==> src/dli_params.svh <==
`ifndef DLI_PARAMS_SVH
`define DLI_PARAMS_SVH

// Register indices; byte address on the bus is four times the index
`define DLI_IDX_CTL0        3'h0
`define DLI_IDX_CTL1        3'h1
`define DLI_IDX_ERRSTAT     3'h2
`define DLI_IDX_IRQSTAT     3'h3
`define DLI_IDX_ATTR        3'h4
`define DLI_IDX_TADDR       3'h5
`define DLI_IDX_DATAHI      3'h6
`define DLI_IDX_DATALO      3'h7

// Address regions, selected by address[11:10]
`define DLI_REGION_REGS     2'h0
`define DLI_REGION_BLOCKING 2'h1
`define DLI_REGION_NONBLOCK 2'h2
`define DLI_REGS_LIMIT      8'h08

// Field positions
`define DLI_BIT_ENABLE      7
`define DLI_BIT_WIDE        6
`define DLI_BIT_HALTWAIT    5
`define DLI_BIT_IRQ_ENABLE  7
`define DLI_BIT_ERR_FLAG    7
`define DLI_BIT_IRQ_FLAG    7
`define DLI_TIMEOUT_MSB     3
`define DLI_DIV_MSB         1

// Reset values and readable-bit masks
`define DLI_CTL0_RESET      8'h00
`define DLI_CTL1_RESET      8'h00
`define DLI_CTL0_RDMASK     8'hE3
`define DLI_CTL1_RDMASK     8'h8F

// Timing: bus clock is clk/2, link clock high phase is half a bus period
`define DLI_CLK_PERIOD_NS   8
`define DLI_BUS_PERIOD_NS   16
`define DLI_HIGH_NS         8
`define DLI_BUS_CYC   ((`DLI_BUS_PERIOD_NS + `DLI_CLK_PERIOD_NS - 1) / `DLI_CLK_PERIOD_NS)
`define DLI_HIGH_CYC  ((`DLI_HIGH_NS + `DLI_CLK_PERIOD_NS - 1) / `DLI_CLK_PERIOD_NS)

`endif

==> src/dli_pkg.sv <==
package dli_pkg;

    typedef enum logic [1:0] {
        DLI_IDLE   = 2'h0,
        DLI_WINDOW = 2'h1,
        DLI_ANSWER = 2'h3
    } dli_bus_state_e;

    typedef struct packed {
        logic       linkClockOut;
        logic       ownClock;
        logic [7:0] linkDataLinesOut;
        logic [7:0] linkDataLinesOeN;
        logic [7:0] linkDataPullDown;
        logic [7:0] ownData;
        logic       ownIrq;
        logic       irqPullDown;
    } dli_pins_s;

    typedef struct packed {
        logic       linkEnable;
        logic       linkWidthSel;
        logic       haltInWait;
        logic [1:0] linkClockDivider;
        logic       irqEnable;
        logic [3:0] timeout;
        logic       linkHalted;
    } dli_cfg_s;

    typedef struct packed {
        logic [7:0] errStatus;
        logic [7:0] irqBusyStatus;
        logic [7:0] attributes;
        logic [7:0] targetAddr;
        logic [7:0] dataHigh;
        logic [7:0] dataLow;
    } dli_eng_stat_s;

    typedef struct packed {
        logic        valid;
        logic        write;
        logic        nonBlocking;
        logic        wordSize;
        logic [7:0]  addr;
        logic [15:0] wdata;
    } dli_win_req_s;

    typedef struct packed {
        logic errClear;
        logic irqClear;
    } dli_clr_s;

endpackage

==> src/dli_clk_div.sv <==
`timescale 1ns/1ps
`include "dli_params.svh"

module dli_clk_div #(
    parameter int CNT_W = 4
) (
    input  wire logic       clk,
    input  wire logic       sys_rst,
    input  wire logic       ce,
    input  wire logic       enable,
    input  wire logic       holdReq,
    input  wire logic [1:0] divSel,
    output logic            linkClk,
    output logic            halted
);

    localparam logic [CNT_W-1:0] HIGH_CNT = CNT_W'(`DLI_HIGH_CYC);
    localparam logic [CNT_W-1:0] BUS_CNT  = CNT_W'(`DLI_BUS_CYC);

    logic [CNT_W-1:0] cnt;
    logic [CNT_W-1:0] lastCnt;

    // Period is (divSel+1) bus periods
    assign lastCnt = CNT_W'((CNT_W'(divSel) + CNT_W'(1)) * BUS_CNT - CNT_W'(1));

    always_ff @(posedge clk) begin
        if (sys_rst) begin
            cnt     <= '0;
            linkClk <= 1'b0;
            halted  <= 1'b0;
        end else if (ce) begin
            if (!enable) begin
                // low while disabled; restart on enable
                cnt     <= '0;
                linkClk <= 1'b0;
                halted  <= 1'b0;
            end else if (halted) begin
                halted  <= holdReq;
                cnt     <= '0;
                linkClk <= 1'b0;
            end else if (holdReq && (cnt == '0 || cnt >= HIGH_CNT)) begin
                halted  <= 1'b1;
                cnt     <= '0;
                linkClk <= 1'b0;
            end else begin
                // high phase half a bus period
                linkClk <= (cnt < HIGH_CNT);
                cnt     <= (cnt >= lastCnt) ? '0 : cnt + CNT_W'(1);
            end
        end
    end

endmodule

==> src/dli_initiator.sv <==
`timescale 1ns/1ps
`include "dli_params.svh"

module dli_initiator #(
    parameter int ADDR_W  = 12,
    parameter int LINES   = 8,
    parameter int NARROW  = 4
) (
    input  wire logic                  clk,
    input  wire logic                  sys_rst,
    input  wire logic                  ce,
    input  wire logic                  specialMode,
    input  wire logic                  stopMode,
    input  wire logic                  waitMode,
    input  wire logic [ADDR_W-1:0]     address,
    input  wire logic [3:0]            byteenable,
    input  wire logic                  read,
    input  wire logic                  write,
    input  wire logic [31:0]           writedata,
    output logic      [31:0]           readdata,
    output logic                       waitrequest,
    output dli_pkg::dli_cfg_s          cfg,
    input  wire dli_pkg::dli_eng_stat_s engStat,
    output dli_pkg::dli_win_req_s      winReq,
    input  wire logic                  winDone,
    input  wire logic [15:0]           winRdata,
    output dli_pkg::dli_clr_s          statClr,
    input  wire logic                  txActive,
    input  wire logic                  txDrive,
    input  wire logic [LINES-1:0]      txData,
    output logic      [LINES-1:0]      rxData,
    output logic                       targetIrq,
    input  wire logic [LINES-1:0]      linkDataLinesIn,
    input  wire logic                  targetIrqIn,
    output dli_pkg::dli_pins_s         pins
);

    dli_pkg::dli_bus_state_e state;
    dli_pkg::dli_bus_state_e next_state;
    dli_pkg::dli_pins_s      next_pins;
    dli_pkg::dli_win_req_s   next_winReq;

    logic       linkEnable;
    logic       linkWidthSel;
    logic       haltInWait;
    logic [1:0] linkClockDivider;
    logic       irqEnable;
    logic [3:0] timeout;

    logic       divClk;
    logic       divHalted;
    logic       holdReq;
    logic       locked;
    logic       busReq;
    logic [1:0] region;
    logic [2:0] regIdx;
    logic       regHit;
    logic       winHit;
    logic       regWrite;
    logic [7:0] wrByte;
    logic [31:0] next_readdata;
    logic [LINES-1:0] laneUsed;

    // Lane in use for the current width setting
    function automatic logic laneActive(input int lane, input logic en, input logic wide);
        laneActive = en && ((lane < NARROW) || wide);
    endfunction

    // Register read decode, reserved bits zero
    function automatic logic [7:0] regValue(input logic [2:0] idx);
        logic [7:0] v;
        v = 8'h00;
        case (idx)
            `DLI_IDX_CTL0: begin
                v[`DLI_BIT_ENABLE]   = linkEnable;
                v[`DLI_BIT_WIDE]     = linkWidthSel;
                v[`DLI_BIT_HALTWAIT] = haltInWait;
                v[`DLI_DIV_MSB:0]    = linkClockDivider;
                v = v & `DLI_CTL0_RDMASK;
            end
            `DLI_IDX_CTL1: begin
                v[`DLI_BIT_IRQ_ENABLE]  = irqEnable;
                v[`DLI_TIMEOUT_MSB:0]   = timeout;
                v = v & `DLI_CTL1_RDMASK;
            end
            `DLI_IDX_ERRSTAT: v = engStat.errStatus;
            `DLI_IDX_IRQSTAT: v = engStat.irqBusyStatus;
            `DLI_IDX_ATTR:    v = engStat.attributes;
            `DLI_IDX_TADDR:   v = engStat.targetAddr;
            `DLI_IDX_DATAHI:  v = engStat.dataHigh;
            `DLI_IDX_DATALO:  v = engStat.dataLow;
            default:          v = 8'h00;
        endcase
        regValue = v;
    endfunction

    assign busReq  = read || write;
    assign region  = address[11:10];
    assign regIdx  = address[4:2];
    assign regHit  = (region == `DLI_REGION_REGS) && (address[9:2] < `DLI_REGS_LIMIT);
    assign winHit  = (region == `DLI_REGION_BLOCKING) || (region == `DLI_REGION_NONBLOCK);
    assign wrByte  = writedata[7:0];
    assign regWrite = (state == dli_pkg::DLI_ANSWER) && write && regHit && byteenable[0];
    assign locked  = linkEnable && !specialMode;
    // stop, or wait with halt set
    assign holdReq = stopMode || (waitMode && haltInWait);

    dli_clk_div #(
        .CNT_W (4)
    ) u_div (
        .clk     (clk),
        .sys_rst (sys_rst),
        .ce      (ce),
        .enable  (linkEnable),
        .holdReq (holdReq),
        .divSel  (linkClockDivider),
        .linkClk (divClk),
        .halted  (divHalted)
    );

    // Control register zero
    always_ff @(posedge clk) begin
        if (sys_rst) begin
            linkEnable       <= 1'b0;
            linkWidthSel     <= 1'b0;
            haltInWait       <= 1'b0;
            linkClockDivider <= 2'h0;
        end else if (ce && regWrite && regIdx == `DLI_IDX_CTL0) begin
            haltInWait <= wrByte[`DLI_BIT_HALTWAIT];
            if (!locked) begin
                linkEnable       <= wrByte[`DLI_BIT_ENABLE];
                linkWidthSel     <= wrByte[`DLI_BIT_WIDE];
                linkClockDivider <= wrByte[`DLI_DIV_MSB:0];
            end
        end
    end

    // Control register one
    always_ff @(posedge clk) begin
        if (sys_rst) begin
            irqEnable <= 1'b0;
            timeout   <= 4'h0;
        end else if (ce && regWrite && regIdx == `DLI_IDX_CTL1) begin
            irqEnable <= wrByte[`DLI_BIT_IRQ_ENABLE];
            if (!locked) begin
                timeout <= wrByte[`DLI_TIMEOUT_MSB:0];
            end
        end
    end

    // Status clear strobes to the transaction engine
    always_ff @(posedge clk) begin
        if (sys_rst) begin
            statClr <= '0;
        end else if (ce) begin
            statClr.errClear <= regWrite && (regIdx == `DLI_IDX_ERRSTAT)
                                && wrByte[`DLI_BIT_ERR_FLAG];
            statClr.irqClear <= regWrite && (regIdx == `DLI_IDX_IRQSTAT)
                                && wrByte[`DLI_BIT_IRQ_FLAG];
        end
    end

    // Configuration seen by the transaction engine
    always_ff @(posedge clk) begin
        if (sys_rst) begin
            cfg <= '0;
        end else if (ce) begin
            cfg.linkEnable       <= linkEnable;
            cfg.linkWidthSel     <= linkWidthSel;
            cfg.haltInWait       <= haltInWait;
            cfg.linkClockDivider <= linkClockDivider;
            cfg.irqEnable        <= irqEnable;
            cfg.timeout          <= timeout;
            cfg.linkHalted       <= divHalted;
        end
    end

    // Bus slave sequencing
    always_comb begin
        next_state    = state;
        next_readdata = readdata;
        next_winReq   = '0;
        case (state)
            dli_pkg::DLI_IDLE: begin
                if (busReq) begin
                    if (winHit && linkEnable) begin
                        next_state              = dli_pkg::DLI_WINDOW;
                        next_winReq.valid       = 1'b1;
                        next_winReq.write       = write;
                        next_winReq.nonBlocking = (region == `DLI_REGION_NONBLOCK);
                        next_winReq.wordSize    = byteenable[1];
                        next_winReq.addr        = address[9:2];
                        next_winReq.wdata       = writedata[15:0];
                    end else begin
                        next_state    = dli_pkg::DLI_ANSWER;
                        next_readdata = {24'h000000, regHit ? regValue(regIdx) : 8'h00};
                    end
                end
            end
            dli_pkg::DLI_WINDOW: begin
                if (winDone) begin
                    next_state    = dli_pkg::DLI_ANSWER;
                    next_readdata = {16'h0000, winRdata};
                end
            end
            dli_pkg::DLI_ANSWER: begin
                next_state = dli_pkg::DLI_IDLE;
            end
            default: begin
                next_state = dli_pkg::DLI_IDLE;
            end
        endcase
    end

    always_ff @(posedge clk) begin
        if (sys_rst) begin
            state       <= dli_pkg::DLI_IDLE;
            readdata    <= 32'h00000000;
            waitrequest <= 1'b1;
            winReq      <= '0;
        end else if (ce) begin
            state       <= next_state;
            readdata    <= next_readdata;
            waitrequest <= (next_state != dli_pkg::DLI_ANSWER);
            winReq      <= next_winReq;
        end
    end

    // Pin ownership and drive
    always_comb begin
        next_pins = '0;
        next_pins.ownClock     = linkEnable;
        // clock from divider; low when halted
        next_pins.linkClockOut = linkEnable && divClk;
        next_pins.ownIrq       = linkEnable;
        next_pins.irqPullDown  = linkEnable;
        for (int i = 0; i < LINES; i++) begin
            // four or eight data pins; upper lanes need wide mode
            laneUsed[i]                  = laneActive(i, linkEnable, linkWidthSel);
            next_pins.ownData[i]         = laneUsed[i];
            next_pins.linkDataLinesOeN[i] = 1'b1;
            if (laneUsed[i]) begin
                if (divHalted || !txActive) begin
                    next_pins.linkDataLinesOeN[i] = 1'b0;
                    next_pins.linkDataLinesOut[i] = 1'b0;
                end else if (txDrive) begin
                    next_pins.linkDataLinesOeN[i] = 1'b0;
                    next_pins.linkDataLinesOut[i] = txData[i];
                end else begin
                    next_pins.linkDataPullDown[i] = 1'b1;
                end
            end
        end
    end

    always_ff @(posedge clk) begin
        if (sys_rst) begin
            pins <= '0;
            pins.linkDataLinesOeN <= '1;
        end else if (ce) begin
            pins <= next_pins;
        end
    end

    // Sampled link inputs
    always_ff @(posedge clk) begin
        if (sys_rst) begin
            rxData    <= '0;
            targetIrq <= 1'b0;
        end else if (ce) begin
            rxData    <= linkDataLinesIn & laneUsed;
            // active-high interrupt, used only when enabled
            targetIrq <= linkEnable && targetIrqIn;
        end
    end

endmodule

==> config.mk <==
export PLATFORM = sky130hd
export DESIGN_NAME = dli_initiator
export DESIGN_NICKNAME = d
export VERILOG_FILES = /design/src/dli_pkg.sv /design/src/dli_clk_div.sv /design/src/dli_initiator.sv
export VERILOG_INCLUDE_DIRS = /design/src
export SDC_FILE = /design/constraint.sdc
export NUM_CORES = 1
export LEC_CHECK = 0
export BUFFER_PORTS_ARGS = -buffer_cell sky130_fd_sc_hd__buf_2
export CAP_MARGIN = 0
export CORE_MARGIN = 2
export CORE_UTILIZATION = 40
export DETAILED_ROUTE_END_ITERATION = 8
export PLACE_DENSITY = 0.73
export SLEW_MARGIN = 15
export SYNTH_ARGS = -nofsm -noshare
export SYNTH_HDL_FRONTEND = slang
export SYNTH_SLANG_ARGS = --single-unit
==> constraint.sdc <==
create_clock -name clk -period 3.1 [get_ports clk]
set_input_delay 0.93 -clock clk [delete_from_list [all_inputs] [get_ports clk]]
set_output_delay 0.93 -clock clk [all_outputs]
set_load 0.05 [all_outputs]
==> results.py <==
metrics = {
    "finish": {
        "final_nets": 864,
        "n_antenna_cell": 0,
        "regArea_um2": 1982,
        "syn_to_final_growth_pct": 28.35,
        "instances_no_fill": 862,
        "nFillCells": 1096,
        "multi_input_area_um2": 2222,
        "final_area_um2": 5931,
        "drive_above_1_share": 0.3658,
        "fin_util": 0.5216,
        "final_cell_mix": "buf_2, dfxtp_1, nor2_1",
        "layout_commonest_cell": "buf_2",
    },
    "timing": {
        "fmax_ghz": 0.3821,
        "period_share": 0.8443,
        "fin_tns_setup_ns": 0,
        "worst_hold_slack_ns": 0.4558,
        "drv_slew": 0,
        "rsz0062_at_grt": "false",
        "fin_skew_ns": 0.008160,
        "hold_violations": 0,
        "worst_pin_slew_ns": 0.6670,
        "setup-violations-final": 0,
        "min_period_ns": 2.617,
        "relSlewSlack": 0.5519,
        "layout_setup_ws_ns": 0.4826,
    },
    "floorplanning": {
        "ios": 259,
        "start_util": 0.4064,
        "rows": 39,
        "die_w_um": 111.5,
        "coreArea_um2": 11370,
        "die_h_um": 111.5,
        "dieArea_um2": 12430,
    },
    "placement": {
        "gp_congestion": 0.7982,
        "place_area_um2": 5644,
        "portBuffers": 222,
        "dp_hpwl_mm": 9.980,
        "dp_cells": 847,
        "pre_cts_slack_ns": 0.2285,
    },
    "outcome": {
        "status": "complete, no violations",
    },
    "yosys": {
        "synth-compound-area-share": 0.1782,
        "ys_seq_area_frac": 0.4289,
        "netlist_area_um2": 4621,
        "synth_top_family_by_area": "compound AO/OA/AOI/OAI gates",
        "synth_edf_count": 0,
        "synthCells": 531,
        "synth_seq_cells": 99,
        "synthAdderAreaFrac": 0.02437,
        "ys_types": 50,
        "muxShareOfSynthArea": 0.08611,
        "ys.flop_type": "dfxtp_1",
        "async_reset_ff_frac": 0,
        "synthXorXnorAreaFrac": 0.003791,
        "synth_warnings": 0,
        "synth-simple-area-share": 0.1755,
        "avgSynthCellArea_um2": 8.702,
    },
    "routing": {
        "routed-via-count": 4474,
        "drc_errors": 0,
        "first_pass_iters": 4,
        "wire_per_inst_um": 15.35,
        "drt_iter0_drc": 212,
        "ant_nets": 0,
        "drt_wl_total_mm": 13.24,
        "routed_via_density": 5.190,
    },
    "critical_path": {
        "r2r-start": "linkClockDivider[0]",
        "worstSetupPathType": "flip-flop to flip-flop",
        "arrival_ns": 2.88,
        "end_kind": "flip-flop",
        "critPathMaxFanout": 8,
        "crit_start": "linkClockDivider[0]",
        "reg2reg_to": "u_div.cnt[3]",
        "critPathLaunchType": "flip-flop",
        "reg2reg_slack_ns": 0.48,
        "worstPathRequired_ns": 3.36,
        "r2r_cells": 8,
    },
    "global_route": {
        "overflow": 0,
        "track_usage": 0.2099,
        "grt_start_max_net_pins": 58,
        "grt_pass1_vias": 4325,
        "grt_pass1_wl_mm": 21.19,
        "antenna_found_initial": 0,
    },
    "hold_path": {
        "min_path_cells": 2,
        "min_from": "readdata[9]",
        "whs_endpoint": "readdata[9]",
        "hp-class": "flip-flop to flip-flop",
    },
    "pwr": {
        "p_leak_nw": 2.805,
        "peakVddDrop_mv": 0.2579,
        "p_per_area_nw_per_um2": 461.5,
        "fin_total_pwr_mw": 2.737,
    },
    "clock_tree": {
        "ctsHoldBuffers": 0,
        "cts.sinks": 99,
        "root_buffer": "clkbuf_16",
        "cts_tree": "built",
        "clock_latency_ns": 0.35,
        "cts-resized-gates": 0,
        "cts_buffers": 9,
        "h-tree-depth": 3,
        "post_cts.repair.setup_buffers": 0,
        "clk_pin_slew_worst_paths_ns": 0.07,
        "cts_buffer_depth": 2,
    },
    "run": {
        "drv_cap": 0,
    },
}
sequential cells by signal, indices dropped and copies added (netlist names), 2 cells and up:
register and flops:
winReq 28, linkClockDivider 2, statClr 2, u_div.cnt 4, readdata 16, timeout 4, rxData 8, state 2
pins 15, cfg 10
Yosys cell counts, drive strengths merged (3+ instances only):
cell type	instances	area share
a211oi	7	0.011
a21oi	32	0.035
a22oi	45	0.073
a311oi	4	0.0076
a31oi	3	0.0041
a32oi	3	0.0057
and2	3	0.0041
buf	47	0.070
clkbuf	30	0.024
dfxtp	99	0.43
ha	9	0.024
inv	10	0.0081
mux2i	33	0.071
nand2	31	0.025
nand2b	6	0.0081
nand3	18	0.019
nand3b	3	0.0049
nor2	91	0.074
nor3	4	0.0079
nor3b	4	0.0065
o21ai	7	0.0076
o22ai	4	0.0054
cells by family (layout without fill, tap and decap cells):
kind of cell / count (synthesis) / count (layout)
simple gates: 175 / 175
buf+inv: 87 / 260
fa+ha+maj: 9 / 9
mux: 37 / 37
compound gates: 121 / 121
flops: 99 / 99
other cells: 1 / 16
xor+xnor: 2 / 2
final cells by class:
class                           count  area share
Multi-Input combinational cell    360      0.3747
Sequential cell                    99      0.3342
Timing Repair Buffer              235      0.2063
Clock buffer                       11     0.04262
Tap cell                          143     0.03017
Inverter                           10    0.006329
Clock inverter                      4    0.005696
worst max-delay path: stages, from the launching register on:
cell and delay [ns]:
dfxtp_1 0.55, ha_1 0.31, xnor2_1 0.13, ha_1 0.24, a211oi_1 0.21, nor2_1 0.08, nor3_1 0.56, a41oi_1 0.20
a311oi_1 0.26
layer usage:
| metal | up-vias | part of all wire | track usage |
|---|---|---|---|
| met1 | 2089 | 0.40 | 0.2414 |
| met2 | 183 | 0.52 | 0.3833 |
| li1 | 2183 | - | - |
| met4 | 0 | 0.018 | 0.08066 |
| met5 | - | 0 | 0 |
| met3 | 19 | 0.062 | 0.04192 |
worst max path at each step:
stage                                     end  cells past startpoint  slack (ns)
after floorplan           linkClockDivider[1]                      5        0.48
after global routing             u_div.cnt[3]                      8        0.34
final                            u_div.cnt[3]                      8        0.48
after global placement    linkClockDivider[0]                      6        0.28
after CTS                        u_div.cnt[3]                      8        0.49
after detailed placement  linkClockDivider[0]                      6        0.23
power by group:
group	leakage, nW	internal [mW]	switching (mW)	total, mW
Combinational	1.87	0.126	0.239	0.364
Sequential	0.799	1.29	0.0108	1.30
Clock	0.139	0.591	0.484	1.07
(Power assumes the default switching activity.)
